$ cat src/acr_cfg.svh
// Constants of the page-zero amplifier configuration register bank.
// Behaviour
// - Byte at address zero selects register page.
// - Two-bit field picks output stage supply arrangement.
// - Spread spectrum on; audio sync overrides it.
// - Bit six enables interrupt pin pull-up.
// - Bit seven picks external or internal low rail.
// - Two-bit field sets SAR filter corner.
// - Three-bit playback DC blocker corner, zero bypasses.
// - Record DC blocker uses same encoding, resets one.
// - Bit three enables thermal foldback.
// - Over-current retry bit allows timed auto restart.
// - Over-temperature retry bit allows timed auto restart.
// - Feedback bit picks output or sense pins.
// - Bit two enables safe mode.
// - Shutdown mode: after timeout or immediate.
// - Timeout code selects 2, 4, 6, 23.8 ms.
// - Volume ramp code zero enables, three disables.
// - Bit one enables broadcast bus address response.
// - Address re-detect bit self clears after use.
`ifndef ACR_CFG_SVH
`define ACR_CFG_SVH

`define ACR_ADDR_PAGE     8'h00
`define ACR_PAGE_CFG      8'h00
`define ACR_ADDR_STAGE    8'h03
`define ACR_ADDR_SUPPLY   8'h04
`define ACR_ADDR_FOLD     8'h05
`define ACR_ADDR_RETRY    8'h06
`define ACR_ADDR_SHUT     8'h07

`define ACR_RST_PAGE      8'h00
`define ACR_RST_STAGE     8'h28
`define ACR_RST_SUPPLY    8'h21
`define ACR_RST_FOLD      8'h41
`define ACR_RST_RETRY     8'h00
`define ACR_RST_SHUT      8'h20

`define ACR_SUPPLY_MSB    7
`define ACR_SUPPLY_LSB    6
`define ACR_LEVEL_MSB     5
`define ACR_LEVEL_LSB     1
`define ACR_LOWRAIL_BIT   7
`define ACR_PULLUP_BIT    6
`define ACR_SS_BIT        5
`define ACR_SAR_MSB       4
`define ACR_SAR_LSB       3
`define ACR_PB_MSB        2
`define ACR_PB_LSB        0
`define ACR_TFB_BIT       3
`define ACR_REC_MSB       2
`define ACR_REC_LSB       0
`define ACR_OCRETRY_BIT   5
`define ACR_OTRETRY_BIT   4
`define ACR_PFFB_BIT      3
`define ACR_SAFE_BIT      2
`define ACR_SDMODE_MSB    7
`define ACR_SDMODE_LSB    6
`define ACR_SDSEL_MSB     5
`define ACR_SDSEL_LSB     4
`define ACR_RAMP_MSB      3
`define ACR_RAMP_LSB      2
`define ACR_GBL_BIT       1
`define ACR_REDET_BIT     0

`define ACR_SD_TIMEOUT    2'h0
`define ACR_SD_IMMEDIATE  2'h1
`define ACR_RAMP_ON       2'h0
`define ACR_RAMP_OFF      2'h3

`define ACR_CLK_MHZ       100
`define ACR_SD_T0_US      2000
`define ACR_SD_T1_US      4000
`define ACR_SD_T2_US      6000
`define ACR_SD_T3_US      23800
`define ACR_RETRY_US      1500
`define ACR_US2CYC(us)    ((us) * `ACR_CLK_MHZ)

`endif

$ cat src/acr_pkg.sv
// Types shared by the amplifier configuration bank modules.
package acr_pkg;

	typedef logic [21:0] acr_cnt_t;

	typedef struct packed {
		logic       wr;
		logic       rd;
		logic [7:0] addr;
		logic [7:0] wdata;
	} acr_req_t;

	typedef struct packed {
		logic [1:0] output_supply_select;
		logic [4:0] amp_level;
		logic       low_rail_source;
		logic [1:0] sar_filter_corner;
		logic [2:0] playback_dc_block_corner;
		logic       thermal_foldback_en;
		logic [2:0] record_dc_block_corner;
		logic       overcurrent_auto_retry;
		logic       overtemp_auto_retry;
		logic       post_filter_feedback_en;
		logic       safe_mode_en;
		logic [1:0] shutdown_behaviour;
		logic [1:0] shutdown_delay_sel;
		logic [1:0] volume_ramp_ctrl;
		logic       broadcast_address_en;
	} acr_cfg_t;

	typedef enum logic [1:0] {
		SD_RUN  = 2'b00,
		SD_WAIT = 2'b01,
		SD_OFF  = 2'b10
	} acr_sd_state_t;

	typedef enum logic [1:0] {
		RT_RUN  = 2'b00,
		RT_HOLD = 2'b01,
		RT_WAIT = 2'b10
	} acr_rt_state_t;

	typedef struct packed {
		acr_sd_state_t st;
		acr_cnt_t      cnt;
		logic          off;
	} acr_sd_st_t;

	typedef struct packed {
		acr_rt_state_t st;
		acr_cnt_t      cnt;
		logic          shut;
	} acr_rt_st_t;

	typedef struct packed {
		logic [7:0] page;
		logic [7:0] stage;
		logic [7:0] supply;
		logic [7:0] fold;
		logic [7:0] retry;
		logic [7:0] shut;
		logic [7:0] rdata;
		logic       ss_on;
		logic       ramp_en;
		logic       redetect;
		logic [1:0] oc_sync;
		logic [1:0] ot_sync;
		logic [1:0] sd_sync;
	} acr_bank_st_t;

endpackage

$ cat src/acr_bank.sv
// Page-zero amplifier configuration register bank with fault and shutdown.
`timescale 1ns/1ps
`include "acr_cfg.svh"
module acr_bank import acr_pkg::*; #(
	parameter int unsigned SD_CYC0   = `ACR_US2CYC(`ACR_SD_T0_US),
	parameter int unsigned SD_CYC1   = `ACR_US2CYC(`ACR_SD_T1_US),
	parameter int unsigned SD_CYC2   = `ACR_US2CYC(`ACR_SD_T2_US),
	parameter int unsigned SD_CYC3   = `ACR_US2CYC(`ACR_SD_T3_US),
	parameter int unsigned RETRY_CYC = `ACR_US2CYC(`ACR_RETRY_US)
) (
	input  wire logic     clk_in,                   // System clock.
	input  wire logic     arst_n_in,                // Async reset, low.
	input  wire acr_req_t req_in,                   // Control bus access.
	input  wire logic     switching_audio_sync_in,  // Sync mode enabled.
	input  wire logic     overcurrent_pin_in,       // Over-current flag.
	input  wire logic     overtemp_pin_in,          // Over-temp flag.
	input  wire logic     shutdown_pin_n_in,        // Shutdown pin, low.
	input  wire logic     fault_clear_in,           // Clear held faults.
	output logic [7:0]    reg_rdata_out,            // Read data.
	output acr_cfg_t      cfg_out,                  // Configuration.
	output logic          spread_spectrum_on_out,   // Dithering active.
	output logic          irq_pin_pullup_en_out,    // Pull-up enable.
	output logic          volume_ramp_en_out,       // Volume ramping.
	output logic          target_address_redetect_out, // Re-detect pulse.
	output logic          amp_shutdown_out,         // Stage shut down.
	output logic          oc_shutdown_out,          // Over-current off.
	output logic          ot_shutdown_out           // Over-temp off.
);

	acr_bank_st_t q;
	acr_bank_st_t n;
	logic         sd_off;
	logic         oc_off;
	logic         ot_off;

	// Configuration bytes are visible only while page zero is selected.
	function automatic logic cfg_hit(input logic [7:0] page,
			input logic [7:0] addr, input logic [7:0] target);
		cfg_hit = (page == `ACR_PAGE_CFG) && (addr == target);
	endfunction

	always_comb begin
		n         = q;
		n.oc_sync = {q.oc_sync[0], overcurrent_pin_in};
		n.ot_sync = {q.ot_sync[0], overtemp_pin_in};
		n.sd_sync = {q.sd_sync[0], shutdown_pin_n_in};
		n.rdata   = 8'h00;
		n.shut[`ACR_REDET_BIT] = 1'b0;
		if (req_in.wr) begin
			if (req_in.addr == `ACR_ADDR_PAGE) begin
				n.page = req_in.wdata;
			end
			if (cfg_hit(q.page, req_in.addr, `ACR_ADDR_STAGE)) begin
				n.stage = req_in.wdata;
			end
			if (cfg_hit(q.page, req_in.addr, `ACR_ADDR_SUPPLY)) begin
				n.supply = req_in.wdata;
			end
			if (cfg_hit(q.page, req_in.addr, `ACR_ADDR_FOLD)) begin
				n.fold = req_in.wdata;
			end
			if (cfg_hit(q.page, req_in.addr, `ACR_ADDR_RETRY)) begin
				n.retry = req_in.wdata;
			end
			// A write landing with the self clear keeps the bit set.
			if (cfg_hit(q.page, req_in.addr, `ACR_ADDR_SHUT)) begin
				n.shut = req_in.wdata;
			end
		end
		n.redetect = req_in.wr && req_in.wdata[`ACR_REDET_BIT] &&
			cfg_hit(q.page, req_in.addr, `ACR_ADDR_SHUT);
		if (req_in.rd) begin
			if (req_in.addr == `ACR_ADDR_PAGE) begin
				n.rdata = q.page;
			end else if (cfg_hit(q.page, req_in.addr, `ACR_ADDR_STAGE)) begin
				n.rdata = q.stage;
			end else if (cfg_hit(q.page, req_in.addr, `ACR_ADDR_SUPPLY)) begin
				n.rdata = q.supply;
			end else if (cfg_hit(q.page, req_in.addr, `ACR_ADDR_FOLD)) begin
				n.rdata = q.fold;
			end else if (cfg_hit(q.page, req_in.addr, `ACR_ADDR_RETRY)) begin
				n.rdata = q.retry;
			end else if (cfg_hit(q.page, req_in.addr, `ACR_ADDR_SHUT)) begin
				n.rdata = q.shut;
			end
		end
		n.ss_on = n.supply[`ACR_SS_BIT] & ~switching_audio_sync_in;
		n.ramp_en = (n.shut[`ACR_RAMP_MSB:`ACR_RAMP_LSB] ==
			`ACR_RAMP_ON);
	end

	always_ff @(posedge clk_in or negedge arst_n_in) begin
		if (!arst_n_in) begin
			q <= '{page: `ACR_RST_PAGE, stage: `ACR_RST_STAGE,
				supply: `ACR_RST_SUPPLY, fold: `ACR_RST_FOLD,
				retry: `ACR_RST_RETRY, shut: `ACR_RST_SHUT,
				rdata: 8'h00, ss_on: 1'b1, ramp_en: 1'b1,
				redetect: 1'b0, oc_sync: 2'h0, ot_sync: 2'h0,
				sd_sync: 2'h3};
		end else begin
			q <= n;
		end
	end

	acr_shutdown_ctrl #(
		.SD_CYC0 (SD_CYC0),
		.SD_CYC1 (SD_CYC1),
		.SD_CYC2 (SD_CYC2),
		.SD_CYC3 (SD_CYC3)
	) u_shutdown (
		.clk_in    (clk_in),
		.arst_n_in (arst_n_in),
		.req_in    (!q.sd_sync[1]),
		.mode_in   (q.shut[`ACR_SDMODE_MSB:`ACR_SDMODE_LSB]),
		.sel_in    (q.shut[`ACR_SDSEL_MSB:`ACR_SDSEL_LSB]),
		.off_out   (sd_off)
	);

	acr_retry_ctrl #(
		.RETRY_CYC (RETRY_CYC)
	) u_oc_retry (
		.clk_in       (clk_in),
		.arst_n_in    (arst_n_in),
		.fault_in     (q.oc_sync[1]),
		.retry_en_in  (q.retry[`ACR_OCRETRY_BIT]),
		.clear_in     (fault_clear_in),
		.shutdown_out (oc_off)
	);

	acr_retry_ctrl #(
		.RETRY_CYC (RETRY_CYC)
	) u_ot_retry (
		.clk_in       (clk_in),
		.arst_n_in    (arst_n_in),
		.fault_in     (q.ot_sync[1]),
		.retry_en_in  (q.retry[`ACR_OTRETRY_BIT]),
		.clear_in     (fault_clear_in),
		.shutdown_out (ot_off)
	);

	assign reg_rdata_out               = q.rdata;
	assign spread_spectrum_on_out      = q.ss_on;
	assign irq_pin_pullup_en_out       = q.supply[`ACR_PULLUP_BIT];
	assign volume_ramp_en_out          = q.ramp_en;
	assign target_address_redetect_out = q.redetect;
	assign amp_shutdown_out            = sd_off;
	assign oc_shutdown_out             = oc_off;
	assign ot_shutdown_out             = ot_off;

	assign cfg_out.output_supply_select =
		q.stage[`ACR_SUPPLY_MSB:`ACR_SUPPLY_LSB];
	assign cfg_out.amp_level = q.stage[`ACR_LEVEL_MSB:`ACR_LEVEL_LSB];
	assign cfg_out.low_rail_source = q.supply[`ACR_LOWRAIL_BIT];
	assign cfg_out.sar_filter_corner =
		q.supply[`ACR_SAR_MSB:`ACR_SAR_LSB];
	assign cfg_out.playback_dc_block_corner =
		q.supply[`ACR_PB_MSB:`ACR_PB_LSB];
	assign cfg_out.thermal_foldback_en = q.fold[`ACR_TFB_BIT];
	assign cfg_out.record_dc_block_corner =
		q.fold[`ACR_REC_MSB:`ACR_REC_LSB];
	assign cfg_out.overcurrent_auto_retry = q.retry[`ACR_OCRETRY_BIT];
	assign cfg_out.overtemp_auto_retry = q.retry[`ACR_OTRETRY_BIT];
	assign cfg_out.post_filter_feedback_en =
		q.retry[`ACR_PFFB_BIT];
	assign cfg_out.safe_mode_en = q.retry[`ACR_SAFE_BIT];
	assign cfg_out.shutdown_behaviour =
		q.shut[`ACR_SDMODE_MSB:`ACR_SDMODE_LSB];
	assign cfg_out.shutdown_delay_sel =
		q.shut[`ACR_SDSEL_MSB:`ACR_SDSEL_LSB];
	assign cfg_out.volume_ramp_ctrl =
		q.shut[`ACR_RAMP_MSB:`ACR_RAMP_LSB];
	assign cfg_out.broadcast_address_en = q.shut[`ACR_GBL_BIT];
endmodule

$ cat src/acr_shutdown_ctrl.sv
// Shutdown sequencer: timed or immediate power-off on a shutdown request.
`timescale 1ns/1ps
`include "acr_cfg.svh"
module acr_shutdown_ctrl import acr_pkg::*; #(
	parameter int unsigned SD_CYC0 = `ACR_US2CYC(`ACR_SD_T0_US),
	parameter int unsigned SD_CYC1 = `ACR_US2CYC(`ACR_SD_T1_US),
	parameter int unsigned SD_CYC2 = `ACR_US2CYC(`ACR_SD_T2_US),
	parameter int unsigned SD_CYC3 = `ACR_US2CYC(`ACR_SD_T3_US)
) (
	input  wire logic       clk_in,     // System clock.
	input  wire logic       arst_n_in,  // Asynchronous reset, active low.
	input  wire logic       req_in,     // Shutdown requested, level.
	input  wire logic [1:0] mode_in,    // Shutdown behaviour code.
	input  wire logic [1:0] sel_in,     // Shutdown delay code.
	output logic            off_out     // Output stage powered off.
);

	acr_sd_st_t q;
	acr_sd_st_t n;

	function automatic acr_cnt_t delay_cyc(input logic [1:0] sel);
		unique case (sel)
			2'h0: delay_cyc = acr_cnt_t'(SD_CYC0);
			2'h1: delay_cyc = acr_cnt_t'(SD_CYC1);
			2'h2: delay_cyc = acr_cnt_t'(SD_CYC2);
			2'h3: delay_cyc = acr_cnt_t'(SD_CYC3);
		endcase
	endfunction

	always_comb begin
		n = q;
		unique case (q.st)
			SD_RUN: begin
				n.cnt = '0;
				if (req_in && mode_in == `ACR_SD_IMMEDIATE) begin
					n.st  = SD_OFF;
					n.off = 1'b1;
				end else if (req_in) begin
					n.st = SD_WAIT;
				end
			end
			SD_WAIT: begin
				if (!req_in) begin
					n.st = SD_RUN;
				end else if (mode_in == `ACR_SD_IMMEDIATE ||
						q.cnt == delay_cyc(sel_in) - 22'h1) begin
					n.st  = SD_OFF;
					n.off = 1'b1;
				end else begin
					n.cnt = q.cnt + 22'h1;
				end
			end
			SD_OFF: begin
				if (!req_in) begin
					n.st  = SD_RUN;
					n.off = 1'b0;
				end
			end
			default: begin
				n.st  = SD_OFF;
				n.off = 1'b1;
			end
		endcase
	end

	always_ff @(posedge clk_in or negedge arst_n_in) begin
		if (!arst_n_in) begin
			q <= '{st: SD_RUN, cnt: '0, off: 1'b0};
		end else begin
			q <= n;
		end
	end

	assign off_out = q.off;
endmodule

$ cat src/acr_retry_ctrl.sv
// Fault shutdown latch with optional timed automatic retry.
`timescale 1ns/1ps
`include "acr_cfg.svh"
module acr_retry_ctrl import acr_pkg::*; #(
	parameter int unsigned RETRY_CYC = `ACR_US2CYC(`ACR_RETRY_US)
) (
	input  wire logic clk_in,       // System clock.
	input  wire logic arst_n_in,    // Asynchronous reset, active low.
	input  wire logic fault_in,     // Synchronised fault level.
	input  wire logic retry_en_in,  // Automatic retry allowed.
	input  wire logic clear_in,     // Manual fault clear pulse.
	output logic      shutdown_out  // Shut down by this fault.
);

	acr_rt_st_t q;
	acr_rt_st_t n;

	always_comb begin
		n = q;
		unique case (q.st)
			RT_RUN: begin
				n.cnt = '0;
				if (fault_in) begin
					n.st   = RT_HOLD;
					n.shut = 1'b1;
				end
			end
			RT_HOLD: begin
				n.cnt = '0;
				if (!fault_in && retry_en_in) begin
					n.st = RT_WAIT;
				end else if (!fault_in && clear_in) begin
					n.st   = RT_RUN;
					n.shut = 1'b0;
				end
			end
			RT_WAIT: begin
				if (fault_in || !retry_en_in) begin
					n.st  = RT_HOLD;
				end else if (q.cnt == acr_cnt_t'(RETRY_CYC - 1)) begin
					n.st   = RT_RUN;
					n.shut = 1'b0;
				end else begin
					n.cnt = q.cnt + 22'h1;
				end
			end
			default: begin
				n.st   = RT_HOLD;
				n.shut = 1'b1;
			end
		endcase
	end

	always_ff @(posedge clk_in or negedge arst_n_in) begin
		if (!arst_n_in) begin
			q <= '{st: RT_RUN, cnt: '0, shut: 1'b0};
		end else begin
			q <= n;
		end
	end

	assign shutdown_out = q.shut;
endmodule

$ cat config.mk
export PLATFORM = sky130hd
export DESIGN_NAME = acr_bank
export DESIGN_NICKNAME = d
export VERILOG_FILES = /design/src/acr_pkg.sv /design/src/acr_bank.sv /design/src/acr_shutdown_ctrl.sv /design/src/acr_retry_ctrl.sv
export VERILOG_INCLUDE_DIRS = /design/src
export SDC_FILE = /design/constraint.sdc
export NUM_CORES = 1
export LEC_CHECK = 0
export ABC_AREA = 0
export BUFFER_PORTS_ARGS = -buffer_cell sky130_fd_sc_hd__buf_2
export CORE_MARGIN = 2
export CORE_UTILIZATION = 34
export DETAILED_ROUTE_END_ITERATION = 8
export PLACE_DENSITY = 0.62
export SLEW_MARGIN = 20
export SYNTH_ARGS = -nofsm -noshare
export SYNTH_HDL_FRONTEND = slang
export SYNTH_SLANG_ARGS = --single-unit
$ cat constraint.sdc
create_clock -name clk_in -period 2.38 [get_ports clk_in]
set_clock_uncertainty 0.05 [all_clocks]
set_input_delay 0.238 -clock clk_in [delete_from_list [all_inputs] [get_ports clk_in]]
set_output_delay 0.238 -clock clk_in [all_outputs]
set_load 0.01 [all_outputs]
==> results.cfg <==
[timing]
period_share = 1.03
final-setup-viol-count = 8
drv_slew = 0
layout_setup_ws_ns = -0.0658
finalSetupTns_ns = -0.297
fmax_mhz = 409
period_needed_ns = 2.45
rsz0062_at_grt = true
slew_headroom = 0.662
tightestPinTransition_ns = 0.502
finalHoldViolCount = 0

[cts]
worstSkewPairLatency_ns = 0.43
cts-root-buf = clkbuf_16
htree_levels = 4
clk_pin_slew_ns = 0.06
clockBufferDepth = 2
cts_tree = yes
cts_sinks = 140
numCtsBuffers = 17

[hold_path]
min_path_type = in2reg

[synthesis]
synth-xor-area-share = 0.0543
synth-async-reset-ratio = 1.00
synth_area_um2 = 7380
ys_types = 65
synth_top_family_by_area = simple AND/OR/NAND/NOR gates
synthSimpleGateAreaFrac = 0.198
syn_area_per_cell_um2 = 10.6
synth_top_flop_cell = dfrtp_1
mappedNetlistNets = 736
syn_inst = 696
synth-adder-area-share = 0.0254
synth_seq_cells = 140
synth-seq-area-share = 0.477
synthMuxAreaShare = 0.0999
synth_edf_count = 0
synth-compound-area-share = 0.0844
synth_warnings = 0

[routing]
wl_um = 16500
viasPerCell = 5.18
first_iter_violations = 366
num_vias = 5438
wire_per_inst_um = 15.7
first_pass_iters = 5
drtAntennaViolNets = 0
drcViolationCount = 0

[worst_setup_path]
worstSetupPathType = reg2reg
required_ns = 2.68
end_kind = register
reg2reg_setup_slack_ns = -0.07
endpoint = u_shutdown.q[11]$_DFFE_PN0P_
crit_chain = inv_2 > ha_4 > xor3_1 > a32o_2 > nand4_4 > o21ai_4 > buf_12 > or4_4 > a21oi_2
critPathMaxStageDelay_ns = 0.54
r2r_cells = 9
arrival_ns = 2.75
r2r-end = u_shutdown.q[11]$_DFFE_PN0P_
critPathLaunchType = register
crit_fanout = 8
timing.rr.start = cfg_out[4]$_DFFE_PN1P_
cp-startpoint = cfg_out[4]$_DFFE_PN1P_
cp_slowest_cell = dfstp_2

[floorplan]
die_x_um = 151
io_pins = 68
die_area_um2 = 22900
initial_utilization = 0.349
row_count = 53
die_h_um = 151
coreArea_um2 = 21200

[flow_run]
drv_cap = 0

[global_route]
antenna_found_initial = 0
first_global_vias = 5139
grt_pass1_wl_um = 26900
grt_max_degree = 64
grtUsageTotal = 0.150
grt_overflow = 0

[power_and_ir_drop]
p_per_area_nw_per_um2 = 710
power_leakage_uw = 0.00399
max-vdd-ir-drop_mv = 0.409

[status]
status = finished, violations left
violations = negative setup slack

[layout]
mostFrequentLayoutCell = dfrtp_1
drive_above_1_share = 0.288
n_antenna_cell = 0
final_cell_area_um2 = 8780
mostFrequentLayoutCells = 129 x dfrtp_1, 66 x buf_2, 59 x nor2_1
fin_nets = 801
final_util = 0.415
synthToLayoutAreaGrowth_pct = 19.0

[placed_design]
gp_congestion = 0.800
place_area_um2 = 7990
io_buffers = 67
dp_hpwl_um = 11400
==> cells in the mapped netlist, types with 4 or more instances <==
cell | instances | area, um^2
and2_1 | 5 | 31.3
a22oi_1 | 7 | 52.6
clkbuf_1 | 18 | 67.6
nor4b_1 | 4 | 35.0
ha_1 | 15 | 188
nor4_1 | 4 | 25.0
xnor2_1 | 14 | 123
or4_1 | 8 | 60.1
mux4_2 | 8 | 180
dfstp_2 | 11 | 289
a21boi_0 | 5 | 37.5
dfrtp_1 | 129 | 3230
buf_4 | 36 | 270
o211ai_1 | 5 | 37.5
and4_1 | 5 | 43.8
xor2_1 | 29 | 254
and3_1 | 15 | 93.8
buf_2 | 6 | 30.0
nor2_1 | 61 | 229
nor3_1 | 12 | 60.1
mux2_1 | 5 | 56.3
nand3_1 | 37 | 185
nor2b_1 | 7 | 43.8
a21oi_1 | 23 | 115
nand2_1 | 46 | 173
inv_1 | 19 | 71.3
nand4_1 | 22 | 138
or3_1 | 11 | 68.8
o31ai_1 | 9 | 67.6
mux2_2 | 40 | 450
o21ai_0 | 23 | 115
mux2i_1 | 5 | 50.1
==> report_power, final <==
| part | leakage [uW] | internal [uW] | switching [uW] |
|---|---|---|---|
| combinational | 0.00181 | 349 | 531 |
| clock | 0.000301 | 1700 | 1100 |
| sequential | 0.00188 | 2480 | 67.3 |
==> cells by family after synthesis <==
family          after synthesis
buf+inv                      80
xor+xnor                     44
compound gates               94
fa+ha+maj                    15
flops                       140
simple gates                265
mux                          58
==> final cells by class <==
type	instances	area, um^2
Timing Repair Buffer	107	742
Fill cell	2003	12400
Inverter	19	71.3
Clock buffer	19	443
Multi-Input combinational cell	476	3480
Sequential cell	140	3520
Tap cell	275	344
Clock inverter	13	179
==> per-layer routing <==
metal | track usage | vias up | wire, um
met1 | 0.216 | 2701 | 8160
li1 | - | 2604 | -
met2 | 0.226 | 115 | 7410
met3 | 0.0349 | 18 | 705
met4 | 0.0393 | 0 | 175
met5 | 0 | - | 0
==> per-stage QoR <==
stage	std cells	setup slack (ns)	hold WS, ns	power [uW]
global route	1049	-0.167	0.0171	6520
finish	1049	-0.0658	0.0215	6230
global placement	1009	-0.0161	0.109	3440
CTS	1048	-0.0654	0.0126	6300
floorplan	696	0.0136	-0.108	3140
detailed placement	1009	-0.0807	0.114	3450
==> state kept, by name, indices dropped and copies added (netlist names), 3 cells and up <==
register	cells
q	22
u_shutdown.q	24
u_ot_retry.q	24
u_oc_retry.q	24
reg_rdata_out	8
cfg_out	28
n	3
==> worst min-delay path by stage <==
| stage | start | end | slack [ns] | cells past startpoint |
|---|---|---|---|---|
| 4_1_cts | req_in[2] | volume_ramp_en_out$_DFF_PN1_ | 0.01 | 2 |
| 5_1_grt | req_in[2] | volume_ramp_en_out$_DFF_PN1_ | 0.02 | 2 |
| 2_1_floorplan | arst_n_in | cfg_out[0]$_DFFE_PN0P_ | -0.11 | 0 |
| 6_report | req_in[2] | volume_ramp_en_out$_DFF_PN1_ | 0.02 | 2 |
| 3_3_place_gp | arst_n_in | u_ot_retry.shutdown_out$_DFFE_PN0P_ | 0.11 | 1 |
| 3_5_place_dp | arst_n_in | u_ot_retry.shutdown_out$_DFFE_PN0P_ | 0.11 | 1 |
==> worst max-delay path, delay by kind of cell (launching register included) <==
family	cells	cell delay [ns]
AO/OA/AOI/OAI	3	0.49
XOR/XNOR	1	0.35
adder cells (fa/ha/maj)	1	0.15
buffers and inverters	2	0.21
flip-flops	1	0.54
AND/OR/NAND/NOR	2	0.59
==> repair_timing <==
action                                  4_1_cts  5_1_grt
gates cloned                                  1        0
pin swaps                                     9        2
resized for setup                             7        6
setup buffers                                 1        1
endpoints found under the setup margin        7       31
hold buffers                                  5        0
hold endpoints to repair                     35        0
Note: power is estimated with default switching activity, not from simulation.
